==> config.mk <==
export PLATFORM = sky130hd
export DESIGN_NAME = wdg_watchdog
export DESIGN_NICKNAME = d
export VERILOG_FILES = /design/src/rtl/wdg_pkg.sv /design/src/rtl/wdg_watchdog.sv
export SDC_FILE = /design/constraint.sdc
export NUM_CORES = 1
export LEC_CHECK = 0
export ABC_AREA = 1
export BUFFER_PORTS_ARGS = -buffer_cell sky130_fd_sc_hd__buf_2
export CAP_MARGIN = 20
export CELL_PAD_IN_SITES_DETAIL_PLACEMENT = 0
export CELL_PAD_IN_SITES_GLOBAL_PLACEMENT = 1
export CORE_UTILIZATION = 35
export DETAILED_ROUTE_END_ITERATION = 8
export HOLD_SLACK_MARGIN = 0.02
export PLACE_DENSITY_LB_ADDON = 0.08
export RECOVER_POWER = 50
export SYNTH_ARGS = -nofsm -noshare
export SYNTH_HDL_FRONTEND = slang
export SYNTH_SLANG_ARGS = --single-unit
export TNS_END_PERCENT = 5
==> constraint.sdc <==
create_clock -name ref_clk -period 4.8 [get_ports ref_clk]
set_input_delay 0.48 -clock ref_clk [delete_from_list [all_inputs] [get_ports ref_clk]]
set_output_delay 0.48 -clock ref_clk [all_outputs]
set_load 0.02 [all_outputs]
==> src/rtl/wdg_pkg.sv <==
package wdg_pkg;

  // Register addresses on the plain register port.
  localparam logic [5:0] WDOG_CTRL_ADDR = 6'h31;
  localparam logic [5:0] RST_CAUSE_ADDR = 6'h3b;
  localparam logic [5:0] SUPPLY_MON_ADDR = 6'h3a;
  localparam logic [5:0] CHANGE_PROTECT_ADDR = 6'h3c;
  localparam logic [7:0] CHANGE_SIGNATURE = 8'hd8;

  // Field positions in watchdog_control_status.
  localparam int WDOG_IRQ_FLAG_BIT = 7;
  localparam int WDOG_IRQ_ENABLE_BIT = 6;
  localparam int WDP_HI_BIT = 5;
  localparam int WDE_BIT = 3;

  // Field positions in reset_cause_flags.
  localparam int WDOG_RESET_FLAG_BIT = 3;
  localparam int EXT_PIN_RESET_FLAG_BIT = 1;
  localparam int POWER_ON_RESET_FLAG_BIT = 0;

  // Field positions in supply_monitor_control_status.
  localparam int SUPPLY_MONITOR_FLAG_BIT = 7;
  localparam int SUPPLY_MONITOR_IRQ_ENABLE_BIT = 6;

  // Supply monitor trigger level codes.
  localparam logic [2:0] LEVEL_OFF = 3'h0;
  localparam logic [2:0] LEVEL_POR_LO = 3'h1;
  localparam logic [2:0] LEVEL_POR_HI = 3'h2;
  localparam logic [2:0] LEVEL_FLAG_LO = 3'h3;
  localparam logic [2:0] LEVEL_FLAG_HI = 3'h4;

  // Time-out period: base count of oscillator cycles and highest valid code.
  localparam int CNT_W = 21;
  localparam logic [CNT_W-1:0] PERIOD_BASE = 21'h000800;
  localparam logic [3:0] PERIOD_MAX_CODE = 4'h9;
  localparam logic [3:0] PERIOD_RESET = 4'h0;

  // Clock rates; one instruction cycle is one system clock cycle.
  localparam int REF_CLK_HZ = 100000000;
  localparam int WDOG_OSC_HZ = 128000;
  localparam int CLOCKS_PER_INSTR = 1;

  typedef struct packed {
    logic [5:0] addr;
    logic [7:0] wdata;
    logic we;
    logic re;
  } wdg_bus_req_t;

  typedef struct packed {
    logic [1:0] oscSync;
    logic oscPrev;
    logic [1:0] extSync;
    logic [1:0] supSync;
    logic [1:0] fuseSync;
    logic wdog_irq_flag;
    logic wdog_irq_enable;
    logic wdog_reset_enable;
    logic [3:0] wdog_period_select;
    logic [CNT_W-1:0] cnt;
    logic [2:0] protectCnt;
    logic rstPulse;
    logic [2:0] level;
    logic supply_monitor_irq_enable;
    logic supply_monitor_flag;
    logic trigPrev;
    logic vlmIrq;
    logic [7:0] rdata;
  } wdg_state_t;

  typedef struct packed {
    logic wdog_reset_flag;
    logic ext_pin_reset_flag;
    logic power_on_reset_flag;
  } wdg_flags_t;

endpackage

==> src/rtl/wdg_watchdog.sv <==
// Functional notes
// - Level one: starts off, plain enable write.
// - Level one disable needs signature, then write.
// - Level two: enable always reads one.
// - Level two period change needs signature first.
// - Time-out in interrupt mode sets flag.
// - Flag cleared by vector or writing one.
// - Interrupt request needs flag, enable, global bit.
// - Enable and interrupt-enable bits select mode.
// - Fuse programmed forces reset on time-out.
// - Vector in combined mode clears interrupt-enable, flag.
// - Unserviced combined interrupt resets next time-out.
// - Reset flag forces enable; blocks its clearing.
// - Period code n gives 2048 shl n.
// - Supply flag set on trigger, cleared otherwise.
// - Supply interrupt each time flag sets.
// - Trigger level codes: off, reset, flag.
// - Watchdog reset flag set, cleared by POR/write.
// - Pin reset flag set, cleared by POR/write.
// - Power-on flag cleared only by write.
// - Counter runs from 128 kHz oscillator.
// - Counter restarts on kick, disable, reset.
// - Time-out reset pulse is one cycle.
`timescale 1ns/1ps
`default_nettype none

module wdg_watchdog #(
  parameter int CCP_WINDOW_INSTR = 4
) (
  // Clock and resets
  input wire logic ref_clk,
  input wire logic rstn,
  input wire logic porRstn,
  // Register port
  input wire wdg_pkg::wdg_bus_req_t busReq,
  output logic [7:0] busRdata,
  // CPU side
  input wire logic kickReq,
  input wire logic wdogVectorAck,
  input wire logic globalIrqEnable,
  output logic wdogIrqReq,
  output logic supplyMonitorIrq,
  // Pins and analog
  input wire logic wdogOscIn,
  input wire logic extResetPinN,
  input wire logic supplyBelowLevel,
  input wire logic wdogAlwaysOnFuse,
  // Reset requests
  output logic sysResetPulse,
  output logic supplyPorReq
);

  localparam int CCP_WINDOW_CYCLES = CCP_WINDOW_INSTR * wdg_pkg::CLOCKS_PER_INSTR;

  initial
  begin
    if (CCP_WINDOW_CYCLES < 1 || CCP_WINDOW_CYCLES > 7)
      $error("CCP_WINDOW_INSTR must give 1 to 7 cycles");
    if (wdg_pkg::WDOG_OSC_HZ * 4 > wdg_pkg::REF_CLK_HZ)
      $error("Oscillator too fast to sample");
  end

  // Reserved codes above nine run as the longest period rather than stopping.
  function automatic logic [wdg_pkg::CNT_W-1:0] periodLimit(input logic [3:0] code);
    logic [3:0] c;
    c = (code > wdg_pkg::PERIOD_MAX_CODE) ? wdg_pkg::PERIOD_MAX_CODE : code;
    periodLimit = (wdg_pkg::PERIOD_BASE << c) - wdg_pkg::PERIOD_BASE / wdg_pkg::PERIOD_BASE;
  endfunction

  function automatic logic inRange(input logic [2:0] v, input logic [2:0] lo,
                                   input logic [2:0] hi);
    inRange = (v >= lo) && (v <= hi);
  endfunction

  wdg_pkg::wdg_state_t state_ff;
  wdg_pkg::wdg_state_t nxt_state;
  wdg_pkg::wdg_flags_t flags_ff;
  wdg_pkg::wdg_flags_t nxt_flags;

  logic oscTick;
  logic levelTwo;
  logic wdeEff;
  logic protectOpen;
  logic ctrlWr;
  logic causeWr;
  logic monWr;
  logic running;
  logic timeout;
  logic trig;
  logic flagSet;

  always_comb
  begin
    oscTick = state_ff.oscSync[1] & ~state_ff.oscPrev;
    levelTwo = ~state_ff.fuseSync[1];
    wdeEff = state_ff.wdog_reset_enable | flags_ff.wdog_reset_flag | levelTwo;
    protectOpen = state_ff.protectCnt != 3'h0;
    ctrlWr = busReq.we && busReq.addr == wdg_pkg::WDOG_CTRL_ADDR;
    causeWr = busReq.we && busReq.addr == wdg_pkg::RST_CAUSE_ADDR;
    monWr = busReq.we && busReq.addr == wdg_pkg::SUPPLY_MON_ADDR;
    running = wdeEff | state_ff.wdog_irq_enable;
    timeout = running && oscTick && state_ff.cnt == periodLimit(state_ff.wdog_period_select);
    trig = state_ff.supSync[1] &&
           inRange(state_ff.level, wdg_pkg::LEVEL_FLAG_LO, wdg_pkg::LEVEL_FLAG_HI);
    flagSet = trig && !state_ff.trigPrev;
  end

  always_comb
  begin
    nxt_state = state_ff;
    nxt_state.oscSync = {state_ff.oscSync[0], wdogOscIn};
    nxt_state.extSync = {state_ff.extSync[0], extResetPinN};
    nxt_state.supSync = {state_ff.supSync[0], supplyBelowLevel};
    nxt_state.fuseSync = {state_ff.fuseSync[0], wdogAlwaysOnFuse};
    nxt_state.oscPrev = state_ff.oscSync[1];
    nxt_state.rstPulse = 1'b0;
    nxt_state.vlmIrq = 1'b0;
    nxt_state.rdata = 8'h00;

    // The signature opens a short window; any control write closes it again.
    if (protectOpen)
      nxt_state.protectCnt = state_ff.protectCnt - 3'h1;
    if (busReq.we && busReq.addr == wdg_pkg::CHANGE_PROTECT_ADDR &&
        busReq.wdata == wdg_pkg::CHANGE_SIGNATURE)
      nxt_state.protectCnt = 3'(CCP_WINDOW_CYCLES);

    if (ctrlWr)
    begin
      nxt_state.protectCnt = 3'h0;
      nxt_state.wdog_irq_enable = busReq.wdata[wdg_pkg::WDOG_IRQ_ENABLE_BIT];
      if (busReq.wdata[wdg_pkg::WDOG_IRQ_FLAG_BIT])
        nxt_state.wdog_irq_flag = 1'b0;
      if (levelTwo)
      begin
        if (protectOpen)
          nxt_state.wdog_period_select = {busReq.wdata[wdg_pkg::WDP_HI_BIT], busReq.wdata[2:0]};
      end
      else
      begin
        nxt_state.wdog_period_select = {busReq.wdata[wdg_pkg::WDP_HI_BIT], busReq.wdata[2:0]};
        if (busReq.wdata[wdg_pkg::WDE_BIT])
          nxt_state.wdog_reset_enable = 1'b1;
        else if (protectOpen && !flags_ff.wdog_reset_flag)
          nxt_state.wdog_reset_enable = 1'b0;
      end
    end

    if (wdogVectorAck)
    begin
      nxt_state.wdog_irq_flag = 1'b0;
      // combined mode falls back to reset mode
      if (wdeEff && state_ff.wdog_irq_enable)
        nxt_state.wdog_irq_enable = 1'b0;
    end

    if (!running || kickReq || timeout)
      nxt_state.cnt = '0;
    else if (oscTick)
      nxt_state.cnt = state_ff.cnt + 21'h000001;

    if (timeout)
    begin
      if (levelTwo || (wdeEff && (!state_ff.wdog_irq_enable || state_ff.wdog_irq_flag)))
        nxt_state.rstPulse = 1'b1;
      // interrupt flag, set wins over clear
      else
        nxt_state.wdog_irq_flag = 1'b1;
    end

    if (monWr)
    begin
      nxt_state.supply_monitor_irq_enable = busReq.wdata[wdg_pkg::SUPPLY_MONITOR_IRQ_ENABLE_BIT];
      nxt_state.level = busReq.wdata[2:0];
    end
    nxt_state.trigPrev = trig;
    if ((monWr && (!busReq.wdata[wdg_pkg::SUPPLY_MONITOR_FLAG_BIT] || busReq.wdata[2:0] != state_ff.level)) ||
        state_ff.level == wdg_pkg::LEVEL_OFF || !state_ff.supSync[1])
      nxt_state.supply_monitor_flag = 1'b0;
    if (flagSet)
      nxt_state.supply_monitor_flag = 1'b1;
    if (flagSet && !state_ff.supply_monitor_flag && state_ff.supply_monitor_irq_enable)
      nxt_state.vlmIrq = 1'b1;

    if (busReq.re)
    begin
      case (busReq.addr)
        wdg_pkg::WDOG_CTRL_ADDR:
        begin
          // enable reads one at level two
          nxt_state.rdata[wdg_pkg::WDOG_IRQ_FLAG_BIT] = state_ff.wdog_irq_flag;
          nxt_state.rdata[wdg_pkg::WDOG_IRQ_ENABLE_BIT] = state_ff.wdog_irq_enable;
          nxt_state.rdata[wdg_pkg::WDP_HI_BIT] = state_ff.wdog_period_select[3];
          nxt_state.rdata[wdg_pkg::WDE_BIT] = wdeEff;
          nxt_state.rdata[2:0] = state_ff.wdog_period_select[2:0];
        end
        wdg_pkg::RST_CAUSE_ADDR:
        begin
          nxt_state.rdata[wdg_pkg::WDOG_RESET_FLAG_BIT] = flags_ff.wdog_reset_flag;
          nxt_state.rdata[wdg_pkg::EXT_PIN_RESET_FLAG_BIT] = flags_ff.ext_pin_reset_flag;
          nxt_state.rdata[wdg_pkg::POWER_ON_RESET_FLAG_BIT] = flags_ff.power_on_reset_flag;
        end
        wdg_pkg::SUPPLY_MON_ADDR:
        begin
          nxt_state.rdata[wdg_pkg::SUPPLY_MONITOR_FLAG_BIT] = state_ff.supply_monitor_flag;
          nxt_state.rdata[wdg_pkg::SUPPLY_MONITOR_IRQ_ENABLE_BIT] = state_ff.supply_monitor_irq_enable;
          nxt_state.rdata[2:0] = state_ff.level;
        end
        default:
          nxt_state.rdata = 8'h00;
      endcase
    end
  end

  // The cause flags must survive the device reset, so only the power-on
  // reset touches them; software may clear but never set them.
  always_comb
  begin
    nxt_flags = flags_ff;
    if (causeWr)
    begin
      if (!busReq.wdata[wdg_pkg::WDOG_RESET_FLAG_BIT])
        nxt_flags.wdog_reset_flag = 1'b0;
      if (!busReq.wdata[wdg_pkg::EXT_PIN_RESET_FLAG_BIT])
        nxt_flags.ext_pin_reset_flag = 1'b0;
      // power-on flag cleared by write only
      if (!busReq.wdata[wdg_pkg::POWER_ON_RESET_FLAG_BIT])
        nxt_flags.power_on_reset_flag = 1'b0;
    end
    if (state_ff.rstPulse)
      nxt_flags.wdog_reset_flag = 1'b1;
    if (!state_ff.extSync[1])
      nxt_flags.ext_pin_reset_flag = 1'b1;
  end

  always_ff @(posedge ref_clk or negedge rstn)
  begin
    if (!rstn)
    begin
      state_ff <= '0;
      state_ff.extSync <= 2'h3;
      state_ff.fuseSync <= 2'h3;
      state_ff.wdog_period_select <= wdg_pkg::PERIOD_RESET;
    end
    else
      state_ff <= nxt_state;
  end

  always_ff @(posedge ref_clk or negedge porRstn)
  begin
    if (!porRstn)
    begin
      flags_ff.wdog_reset_flag <= 1'b0;
      flags_ff.ext_pin_reset_flag <= 1'b0;
      flags_ff.power_on_reset_flag <= 1'b1;
    end
    else
      flags_ff <= nxt_flags;
  end

  assign busRdata = state_ff.rdata;
  assign wdogIrqReq = state_ff.wdog_irq_flag & state_ff.wdog_irq_enable & globalIrqEnable;
  assign supplyMonitorIrq = state_ff.vlmIrq;
  assign sysResetPulse = state_ff.rstPulse;
  assign supplyPorReq = state_ff.supSync[1] &&
                        inRange(state_ff.level, wdg_pkg::LEVEL_POR_LO, wdg_pkg::LEVEL_POR_HI);
endmodule

`default_nettype wire

# ---- Yosys cells after proc, flatten, opt, wreduce, memory -nomap -nowiden
# Index checks and enable logic that the tools add are counted.
dict set report op_classes {
  add_sub_neg 3
  magnitude_cmp 5
  eq_ne 10
  shifts 1
  muxes 34
  n_bitwise 9
  n_reduce_logical 45
}
# operator n
set op_table {}
lappend op_table {{$mux W21} 2}
lappend op_table {{$eq A6 B6 Y1 const B} 4}
lappend op_table {{$add A21 B1 Y21 const B} 1}
lappend op_table {{$eq A21 B21 Y1} 1}
lappend op_table {{$shl A12 B4 Y21 const A} 1}
lappend op_table {{$sub A21 B1 Y21 const B} 1}
lappend op_table {{$logic_and A1 B1 Y1} 18}
lappend op_table {{$mux W1} 18}
lappend op_table {{$mux W3} 4}
lappend op_table {{$mux W4} 3}
lappend op_table {{$reduce_bool A2 Y1} 5}
lappend op_table {{$eq A8 B8 Y1 const B} 1}
lappend op_table {{$mux W8} 1}
lappend op_table {{$reduce_and A2 Y1} 4}
lappend op_table {{$logic_not A1 Y1} 7}
lappend op_table {{$logic_or A1 B1 Y1} 7}
lappend op_table {{$mux W7} 1}
lappend op_table {{$pmux W2 S3} 1}
lappend op_table {{$reduce_bool A3 Y1} 2}
lappend op_table {{$gt A4 B4 Y1 const B} 1}
lappend op_table {{$ne A2 B1 Y1 const B} 2}
lappend op_table {{$pmux W1 S2} 2}
lappend op_table {{$pmux W2 S2} 1}
lappend op_table {{$and A1 B1 Y1} 3}
lappend op_table {{12 further kinds} 16}
dict set report word_totals {
  ff_bits 59
  in_bits 26
  output_inout_bits 12
  word_cells 128
}

# ---- Depth between registers and ports, before layout
# Gate-level depths: netlist of the first run.
dict set report depth {
  word_depth 10
  depth_mapped 14
  depth_no_buf 14
}

# ---- Worst setup path after synthesis of the first run
# Ideal clock, no wire load.
dict set report synth_timing {
  path_kind {reg2reg}
  from {register state_ff[43] (netlist name)}
  to {register state_ff[30] (netlist name)}
  setup_time_ns 0.121
  arrival_ns 1.854
  required_ns 4.679
  setup_slack_ns 2.825
  path_stages_with_launch 15
  n_path_buf 1
  synth_period_minus_slack_ns 1.975
  path_cell_list {dfrtp_1 -> nor2_2 -> nand2_1 -> ha_1 -> inv_1 -> nand2_1 -> nand2_1 -> nand2_1 -> nor2_1 -> nand2_1 -> nor2_1 -> nand2_1 -> o21bai_2 -> buf_4 -> nor2_1}
}
dict set report synth_via {
  elab_chain_cells 8
  word_cells_on_any_way 9
  cone_classes {add/sub: 1; order compare: 1; eq/ne: 1; shift: 1; mux: 2; reduce/logical: 3}
}
# item line_no
set synth_rtl {}
lappend synth_rtl {{start, declared} wdg_watchdog.sv:75} ;# wdg_pkg::wdg_state_t state_ff;
lappend synth_rtl {{start signal, assigned} wdg_watchdog.sv:245} ;# state_ff <= nxt_state;
lappend synth_rtl {{$gt A4 B4 Y1} wdg_watchdog.sv:66} ;# c = (code > wdg_pkg::PERIOD_MAX_CODE) ? wdg_pkg::PERIOD_MAX_CODE : code;
lappend synth_rtl {{$mux W4 *} wdg_watchdog.sv:66}
lappend synth_rtl {{$shl A12 B4 Y21 *} wdg_watchdog.sv:67} ;# periodLimit = (wdg_pkg::PERIOD_BASE << c) - wdg_pkg::PERIOD_BASE / wdg_pkg::PERIOD_BASE;
lappend synth_rtl {{$sub A21 B1 Y21 *} wdg_watchdog.sv:67}
lappend synth_rtl {{$eq A21 B21 Y1 *} wdg_watchdog.sv:102} ;# timeout = running && oscTick && state_ff.cnt == periodLimit(state_ff.wdog_period_select);
lappend synth_rtl {{$logic_and A1 B1 Y1 *} wdg_watchdog.sv:102}
lappend synth_rtl {{$logic_or A1 B1 Y1 *} wdg_watchdog.sv:156} ;# if (!running || kickReq || timeout)
lappend synth_rtl {{$mux W21 / $reduce_bool A2 Y1 (equally long branches)} n/a}
# Every way passes the cells marked *; elsewhere a longest branch is shown, timed or not.
# A chain may end at the register's enable or synchronous reset.

==> results of run 1 <==
[stage by stage]
| stage | util (%) | cell area, um2 | hold slack (ps) | cells | power (mW) |
|---|---|---|---|---|---|
| after global routing | 42.3 | 3540 | 221 | 553 | 1.32 |
| after global placement | 39.8 | 3340 | 282 | 536 | 0.789 |
| after detailed placement | 39.8 | 3340 | 285 | 536 | 0.790 |
| after CTS | 42.3 | 3550 | 222 | 553 | 1.26 |
| final | 42.3 | 3540 | 244 | 553 | 1.24 |
| after floorplan | - | 3100 | 184 | 406 | 0.721 |
[cells in the final DEF (no fill, tap or decap), types with 2 or more instances in the layout]
cell      Yosys  layout
nand2_1      95      95
nor2_1       61      61
inv_1        59      59
dfrtp_1      53      53
buf_2         1      35
nand3_1      26      26
o21ai_0      24      24
nor3_1       12      12
xor2_1       11      11
a21oi_1      10      10
nand4_1      10      10
clkbuf_8      0      10
xnor2_1       5       5
dfstp_2       5       5
ha_1          4       4
or2_2         2       2
nor3b_1       2       2
clkinv_2      0       2
clkbuf_1      1       2
[worst paths after layout]
check                                      endpoint  slack [ps]
hold / removal              nxt_state[48]$_DFF_PN1_         240
setup / recovery           state_ff[34]$_DFFE_PN0P_        1870
setup reg to reg           state_ff[38]$_DFFE_PN0P_        2180
hold reg to reg              state_ff[50]$_DFF_PN0_         350
min in group asynchronous   flags_ff[1]$_DFFE_PN0P_         500
max in group ref_clk       state_ff[38]$_DFFE_PN0P_        2180
[layout make-up]
class / instances / area, um2 / share of cell area, %
Timing Repair Buffer: 38 / 193 / 5.44
Multi-Input combinational cell: 276 / 1330 / 37.6
Clock buffer: 10 / 138 / 3.88
Inverter: 60 / 225 / 6.36
Tap cell: 105 / 131 / 3.71
Clock inverter: 6 / 65.1 / 1.84
Sequential cell: 58 / 1460 / 41.1
[sequential cells by signal, indices dropped and copies added, names as in the netlist]
register and cells:
supplyMonitorIrq 1, flags_ff 3, sysResetPulse 1, state_ff 41, busRdata 7, nxt_state 5
[metal layers]
metal  track usage (%)  vias to the layer above
met1              27.2                     1160
met3              3.71                        4
met5                 0                        -
met4              7.21                        0
met2              26.1                       46
li1                  -                     1347
[cell families (layout without fill, tap and decap cells)]
kind of cell,count (synthesis),count (layout),share of synthesized area (%)
buf+inv,72,114,9.97
mux,1,1,0.323
flops,58,58,47.0
xor+xnor,16,16,4.52
simple gates,213,213,29.1
compound gates,41,41,7.30
other cells,1,1,0.121
fa+ha+maj,4,4,1.61
[worst reg2reg max path: cells and delay by family, from the launching register on]
family                     cells  cell delay (ps)
DFF                            1              440
AOI/OAI and AO/OA              1              720
adders and majority gates      1              320
buffers and inverters          1               60
and+or+nand+nor               10              950
[power breakdown]
part           switching (mW)  internal [mW]  total (mW)
clock                   0.206          0.255       0.460
sequential             0.0320          0.529       0.561
combinational           0.139         0.0791       0.218
==> results.ini, run 1 <==
[timing]
post-route-min-period_ps = 2930
worst_pin_slew_ps = 3010
finalCritPeriodShare_pct = 61.0
finalMaxSlewViolations = 56
final_hold_viol_count = 0
skew_ps = 6.39
max_slew_margin_pct = -100
rsz0062_at_grt = false
timing.setup.tns_ps = 0
layout_setup_ws_ps = 1870
setup_viol = 0
fmax_mhz = 342

[setup_path]
r2r_start = state_ff[40]$_DFFE_PN0P_
arrival_ps = 2700
end_kind = asynchronous set/reset pin
required_ps = 4580
cp_max_fo = 55
cpPeakStageDelay_ps = 2110
cp.depth = 2
cp.buffers_inverters = 2
critPathLaunch = rstn
crit_chain = buf_2 -> clkbuf_1
start_kind = input pin
worstRegToRegCells = 13
cpLargestDelayFamily = buffers and inverters
critPathSlowestCell = clkbuf_1
worstSetupPathType = in -> async

[logic_synthesis]
yosysSeqAreaShare_pct = 47.0
synth_area_leaders = dfrtp_1, nand2_1, nor2_1
yosysWarnings = 0
netlist.area_leader.share_pct = 42.8
synth_cell_type_count = 33
syn_inst = 406
yosys-top-cells-count = nand2_1, nor2_1, inv_1, dfrtp_1, nand3_1
synthArstFlopShare_pct = 100
synth_seq_cells = 58
avgSynthCellArea_um2 = 7.64
synth_edf_count = 0
yosysTopAreaCell = dfrtp_1
synth_area_um2 = 3100
synth_nets = 436
ys.flop_type = dfrtp_1
yosysMostFrequentCell = nand2_1

[floorplan]
start_util_pct = 37.0
core_area_um2 = 8380
die_w_um = 96.1
num_io_pins = 38
rows = 33
die_area_um2 = 9240
dieHeight_um = 96.1

[placement]
gp_congestion = 0.800
portBuffers = 36
place_ws_ps = 2130
dpl.hpwl_mm = 5.45

[power_and_ir_drop]
pwr_density_cell_nw_per_um2 = 350
leakage_nw = 1.72
peakVddDrop_uv = 179

[routing]
antenna_left = 0
wl_per_cell_um = 13.2
drcViolationCount = 0
highest_layer = met4
drt-initial-drc-count = 101
drtPass1Iterations = 4
met1_length_mm = 3.88
wl_met2_mm = 3.13
vias = 2557
route.met3.wl_um = 256
vias_per_cell = 4.62
wl_mm = 7.32

[cells_and_area]
drive_gt1_share_pct = 14.3
final_nets = 473
num_antenna_cells = 0
fillers = 888
synthToLayoutAreaGrowth_pct = 14.3

[clocking]
clkTransAtPathRegs_ps = 70
cts_inserted_buffers = 9
post_cts_resized = 0
postCtsHoldBufs = 1
clock_latency_ps = 330
cts_tree = yes
cts.sinks = 58
root_buffer = clkbuf_8
htree_levels = 3
clockBufferDepth = 2
postCtsSetupBuffers = 0

[grt]
grt_overflow = 0
antenna_found_initial = 0
grt_max_degree = 56
grtUsageTotal_pct = 18.4
grt_pass1_vias = 2573
grt_pass1_wl_mm = 12.7

[run_status]
violations = max-capacitance violations, max-slew violations
outcome = complete, but fails checks

[worst_hold_path]
hold_depth = 1
hp-class = in -> reg
hp-start = wdogAlwaysOnFuse

[run]
cap_violations = 1

Power figures use the tool's default switching activity.
==> run 2, diff against run 1 <==
ABC_AREA = 0   (was 1)
clock period = 2.9 ns   (was 4.8 ns; I/O delays follow)
==> run 2 against run 1 <==
  * The flow now finishes without violations
  * Total power is 78% higher
  * Combinational power is 85% higher
  * Largest cell class unchanged
  * Critical path depth is 6 higher
  * Synthesized area is 2.2% lower
  * Global-route usage is 1.5 points lower
  * Core utilization is 0.72 points higher
  * Worst setup slack worse by 1700 ps
  * Critical endpoint is now state_ff[35]$_DFFE_PN0P_
  * Die area is 2.1% lower
  * Via count is 12% lower
  * Register-to-register slack worse by 2000 ps
  * Largest power group unchanged
  * Cell count is 21% lower
  * First-iteration DRC count is 5.0% lower
  * Critical path type is now reg -> reg
==> results.ini, run 2 <==
[logic_synthesis]
avgSynthCellArea_um2 = 10.6
synth_nets = 317
synth_edf_count = 0
ys.flop_type = dfrtp_1
yosysTopAreaCell = dfrtp_1
synth_seq_cells = 58
synthArstFlopShare_pct = 100
synth_area_um2 = 3030
synth_area_leaders = dfrtp_1, dfstp_2, xnor2_1
syn_inst = 287
yosysMostFrequentCell = dfrtp_1
yosysWarnings = 0
synth_cell_type_count = 53
netlist.area_leader.share_pct = 43.7
yosysSeqAreaShare_pct = 48.1
yosys-top-cells-count = dfrtp_1, nor3_1, xnor2_1, nand2_1, xor2_1

[cells_and_area]
num_antenna_cells = 0
fillers = 839
fin_area_um2 = 3570
drive_gt1_share_pct = 22.4
final_cells = 436
top_register = state_ff
final_nets = 356
layout_commonest_cell = dfrtp_1
seq_area_um2 = 1460
final_cell_mix = dfrtp_1, buf_2, nor3_1, xnor2_1
multi_input_area_um2 = 1440
largest_reg_flops = 41
synthToLayoutAreaGrowth_pct = 17.7

[timing]
fmax_mhz = 369
final_hold_viol_count = 0
skew_ps = 11.2
rsz0062_at_grt = false
setup_viol = 0
finalCritPeriodShare_pct = 93.5
finalMaxSlewViolations = 0
holdWs_ps = 47.1
max_slew_margin_pct = 24.4
worst_pin_slew_ps = 1130
post-route-min-period_ps = 2710

[clocking]
cts_tree = yes
clockBufferDepth = 2
post_cts_resized = 0
clkTransAtPathRegs_ps = 70
clock_latency_ps = 350
cts.sinks = 58
root_buffer = clkbuf_8
cts_inserted_buffers = 9
htree_levels = 3

[grt]
top_usage_layer = met1
grt_pass1_vias = 2184
grt_max_degree = 35
grt_overflow = 0
grt_pass1_wl_mm = 11.3
grt_util_met1_pct = 25.4
antenna_found_initial = 0
grtUsageTotal_pct = 17.0
grt_util_met3_pct = 3.59
global_route.usage.met2_pct = 23.5

[routing]
vias_per_cell = 5.14
wl_mm = 6.78
drtPass1Iterations = 5
antenna_left = 0
wl_per_cell_um = 15.6
drt-initial-drc-count = 96
drcViolationCount = 0
vias = 2240

[floorplan]
die_w_um = 95.1
die_area_um2 = 9040
start_util_pct = 36.5
num_io_pins = 38
rows = 33
dieHeight_um = 95.1
core_area_um2 = 8300

[setup_path]
critPathLaunch = state_ff[43]$_DFFE_PN0P_
worstSetupPathType = reg -> reg
cpPeakStageDelay_ps = 660
arrival_ps = 2970
end_kind = register
reg2reg_slack_ps = 190
cp_max_fo = 17
crit_chain = or4_4 -> ha_4 -> or4b_2 -> a21oi_1 -> o21ai_0 -> nor4b_4 -> buf_12 -> nor3_1
start_kind = register
r2r_start = state_ff[43]$_DFFE_PN0P_
critPathSlowestCell = or4b_2
required_ps = 3160

[power_and_ir_drop]
peakVddDrop_uv = 288
pwr-share-seq_pct = 41.3
p_clk_share_pct = 40.4
switchingPower_mw = 0.583
swShare_pct = 26.4
pwr_density_cell_nw_per_um2 = 618
power.total_mw = 2.21
leakage_nw = 1.52
combPwrFrac_pct = 18.3
intPower_mw = 1.62

[placement]
dpl.hpwl_mm = 4.85
gp_congestion = 0.729
dp_cells = 417
portBuffers = 36
post_dp_cell_area_um2 = 3310

[run]
cap_violations = 0

[worst_hold_path]
hp-start = supplyBelowLevel
hp-class = in -> reg

[run_status]
outcome = complete, no violations

==> run 2: changes by cell type in the layout (fill, tap and decap cells not counted), moves of 6 or more <==
cell and delta:
nand3_1 -17, inv_1 -53, a21oi_1 -6, xnor2_1 +10, nor3_1 +8, buf_4 +10
nand2b_1 +6, o21ai_0 -15, clkbuf_1 +11, mux2_2 +9, buf_2 -11, nor2b_1 +7
nor2_1 -48, nand2_1 -81
==> run 2: metal layers <==
| layer | up-vias | wire length [um] |
|---|---|---|
| met3 | 8 | 232 |
| met2 | 44 | 2950 |
| met5 | - | 0 |
| li1 | 1102 | - |
| met1 | 1086 | 3500 |
| met4 | 0 | 92 |
==> run 2: worst paths after layout <==
kind | endpoint | depth (start not counted)
max | state_ff[35]$_DFFE_PN0P_ | 8
min | nxt_state[50]$_DFF_PN0_ | 1
max reg2reg | state_ff[35]$_DFFE_PN0P_ | 8
min reg2reg | nxt_state[53]$_DFF_PN0_ | 0
max in group asynchronous | state_ff[44]$_DFFE_PN0P_ | 3
min in group asynchronous | flags_ff[2]$_DFFE_PN0P_ | 2
==> run 2: cell type report <==
| class | instances | share of cell area [%] |
|---|---|---|
| Clock buffer | 10 | 3.58 |
| Multi-Input combinational cell | 201 | 40.3 |
| Clock inverter | 6 | 2.95 |
| Inverter | 6 | 0.631 |
| Sequential cell | 58 | 40.8 |
| Timing Repair Buffer | 50 | 7.99 |
| Tap cell | 105 | 3.68 |
==> run 2: critical path, delay by kind of cell (launching register included) <==
family / cells / cell delay, ps
AND/OR/NAND/NOR: 4 / 1590
flip-flops: 1 / 400
AO/OA/AOI/OAI: 2 / 250
adder cells (fa/ha/maj): 1 / 200
buffers and inverters: 1 / 190
==> run 2: repair_timing <==
action | 4_1_cts | 5_1_grt
hold buffers | 2 | 0
endpoints found under the hold margin | 20 | 0
endpoints found under the setup margin | 17 | 0
buffers inserted | 1 | 0
==> run 2: power groups by stage <==
stage	Sequential, mW	Clock, mW	Combinational [mW]
2_1_floorplan	0.907	0	0.307
3_3_place_gp	0.925	0	0.408
3_5_place_dp	0.926	0	0.411
4_1_cts	0.911	0.910	0.415
5_1_grt	0.919	0.950	0.451
6_report	0.911	0.890	0.404
==> run 2: stage by stage <==
step / utilization [%] / setup WS, ps / setup TNS (ps)
2_1_floorplan: - / 89.3 / 0
3_3_place_gp: 39.9 / -10.6 / -132
3_5_place_dp: 39.9 / -142 / -2040
4_1_cts: 43.2 / 173 / 0
5_1_grt: 43.0 / 62.6 / 0
6_report: 43.0 / 188 / 0
==> run 2: cells by family (layout without fill, tap and decap cells) <==
group / count (synthesis) / in the layout / synth area share (%)
AO/OA/AOI/OAI: 34 / 34 / 7.30
XOR/XNOR: 29 / 29 / 8.37
adder cells (fa/ha/maj): 4 / 4 / 1.65
buffers and inverters: 28 / 72 / 5.03
flip-flops: 58 / 58 / 48.1
multiplexers: 15 / 15 / 5.32
other: 1 / 1 / 0.124
AND/OR/NAND/NOR: 118 / 118 / 24.1
==> run 3, diff against run 2 <==
CORE_ASPECT_RATIO = 0.75   (was default)
==> run 3 against run 2 <==
  * Flip-flop and latch count stayed put
  * Critical path type unchanged
  * Largest power group is now the clock network
  * Worst hold slack better by 20 ps
  * Routed wire length rose by 2.6%
  * Critical endpoint is now state_ff[38]$_DFFE_PN0P_
  * Sequential power rose by 0.5%
  * Final area up 4.2%
  * Highest routed layer unchanged
==> results.ini, run 3 (synthesis results as in run 2) <==
[run_status]
outcome = complete, no violations

[timing]
holdWs_ps = 67.1
finalCritPeriodShare_pct = 99.2
setup_viol = 0
worst_pin_slew_ps = 1220
max_slew_margin_pct = 18.6
fmax_mhz = 348
skew_ps = 5.95
post-route-min-period_ps = 2880
rsz0062_at_grt = true
finalMaxSlewViolations = 0
final_hold_viol_count = 0
timing.setup.tns_ps = 0

[setup_path]
end_kind = register
critPathSlowestCell = or4b_2
cpPeakStageDelay_ps = 670
cpLargestDelayFamily = simple AND/OR/NAND/NOR gates
crit_chain = or4_4 -> ha_4 -> buf_4 -> or4b_2 -> a21oi_2 -> o21ai_1 -> nor4b_4 -> buf_12 -> nor3_1
arrival_ps = 3100
start_kind = register
required_ps = 3120
worstSetupPathType = reg -> reg
cp_max_fo = 16
cp.buffers_inverters = 2

[routing]
antenna_left = 0
vias = 2274
drt-initial-drc-count = 99
wl_mm = 6.96
drcViolationCount = 0
vias_per_cell = 5.10
wl_per_cell_um = 15.6
drtPass1Iterations = 4

[power_and_ir_drop]
pwr_density_cell_nw_per_um2 = 665
leakage_nw = 1.59
power.total_mw = 2.47
peakVddDrop_uv = 432

[grt]
grt_max_degree = 35
top_usage_layer = met1
grt_util_met1_pct = 25.4
grt_pass1_wl_mm = 10.9
grtUsageTotal_pct = 16.6
grt_pass1_vias = 2034
antenna_found_initial = 0
grt_util_met3_pct = 4.95
grt_overflow = 0
global_route.usage.met2_pct = 21.6

[clocking]
htree_levels = 3
root_buffer = clkbuf_16
clockBufferDepth = 2
cts_inserted_buffers = 9
cts_tree = yes
cts.sinks = 58
clkTransAtPathRegs_ps = 50
clock_latency_ps = 320

[cells_and_area]
synthToLayoutAreaGrowth_pct = 22.6
fin_area_um2 = 3720
final_cell_mix = dfrtp_1, buf_2, nor3_1, buf_4, xnor2_1
num_antenna_cells = 0
largest_reg_flops = 41
top_register = state_ff
final_nets = 363
layout_commonest_cell = dfrtp_1
drive_gt1_share_pct = 24.3

[floorplan]
die_w_um = 109
core_area_um2 = 8420
num_io_pins = 38
die_area_um2 = 9050
rows = 29
dieHeight_um = 82.6
start_util_pct = 36.0

[worst_hold_path]
hp-class = in -> reg

[run]
cap_violations = 0

[placement]
post_dp_cell_area_um2 = 3370
dpl.hpwl_mm = 5.13
gp_congestion = 0.747
portBuffers = 36

-- run 3: path summary, 6_finish.rpt --
check                                        endpoint  slack, ps  cells past startpoint                      from
max                          state_ff[38]$_DFFE_PN0P_         20                      9  state_ff[43]$_DFFE_PN0P_
min                           nxt_state[48]$_DFF_PN1_         70                      1          wdogAlwaysOnFuse
max reg2reg                  state_ff[38]$_DFFE_PN0P_         20                      9  state_ff[43]$_DFFE_PN0P_
min reg2reg                    state_ff[50]$_DFF_PN0_        350                      0   nxt_state[50]$_DFF_PN0_
max in group asynchronous  supplyMonitorIrq$_DFF_PN0_        690                      3                      rstn
min in group asynchronous     flags_ff[2]$_DFFE_PN0P_        320                      2                   porRstn
-- run 3: final cells by class --
type,count,area [um2]
fill,833,4700
sequential,58,1460
multi-input combinational,201,1450
timing repair buffer,57,337
clock buffer,11,243
tap,108,135
clock inverter,5,77.6
inverter,6,22.5
-- run 3: metal layers --
| layer | vias to the layer above | part of all wire (%) |
|---|---|---|
| met4 | 0 | 1.0 |
| met3 | 8 | 5.2 |
| met5 | - | 0 |
| met2 | 56 | 40 |
| met1 | 1095 | 54 |
| li1 | 1115 | - |
-- run 3: per-stage QoR --
step | cells | util (%) | setup WS (ps)
6_report | 446 | 44.2 | 22.5
3_5_place_dp | 427 | 40.0 | -24.5
5_1_grt | 446 | 44.2 | -20.2
2_1_floorplan | 287 | - | 89.3
3_3_place_gp | 427 | 40.0 | -16.1
4_1_cts | 445 | 44.1 | 11.8
-- run 3: report_power, final --
group / leakage [nW] / internal (mW) / total (mW) / switching, mW
Sequential: 0.762 / 0.866 / 0.916 / 0.0496
Clock: 0.156 / 0.771 / 1.13 / 0.357
Combinational: 0.673 / 0.211 / 0.428 / 0.217
-- run 3: timing repair --
item,4_1_cts,5_1_grt
resized for setup,0,3
hold buffers,2,0
setup endpoints to repair,17,17
pin swaps,1,1
hold endpoints to repair,24,0
setup buffers,0,1
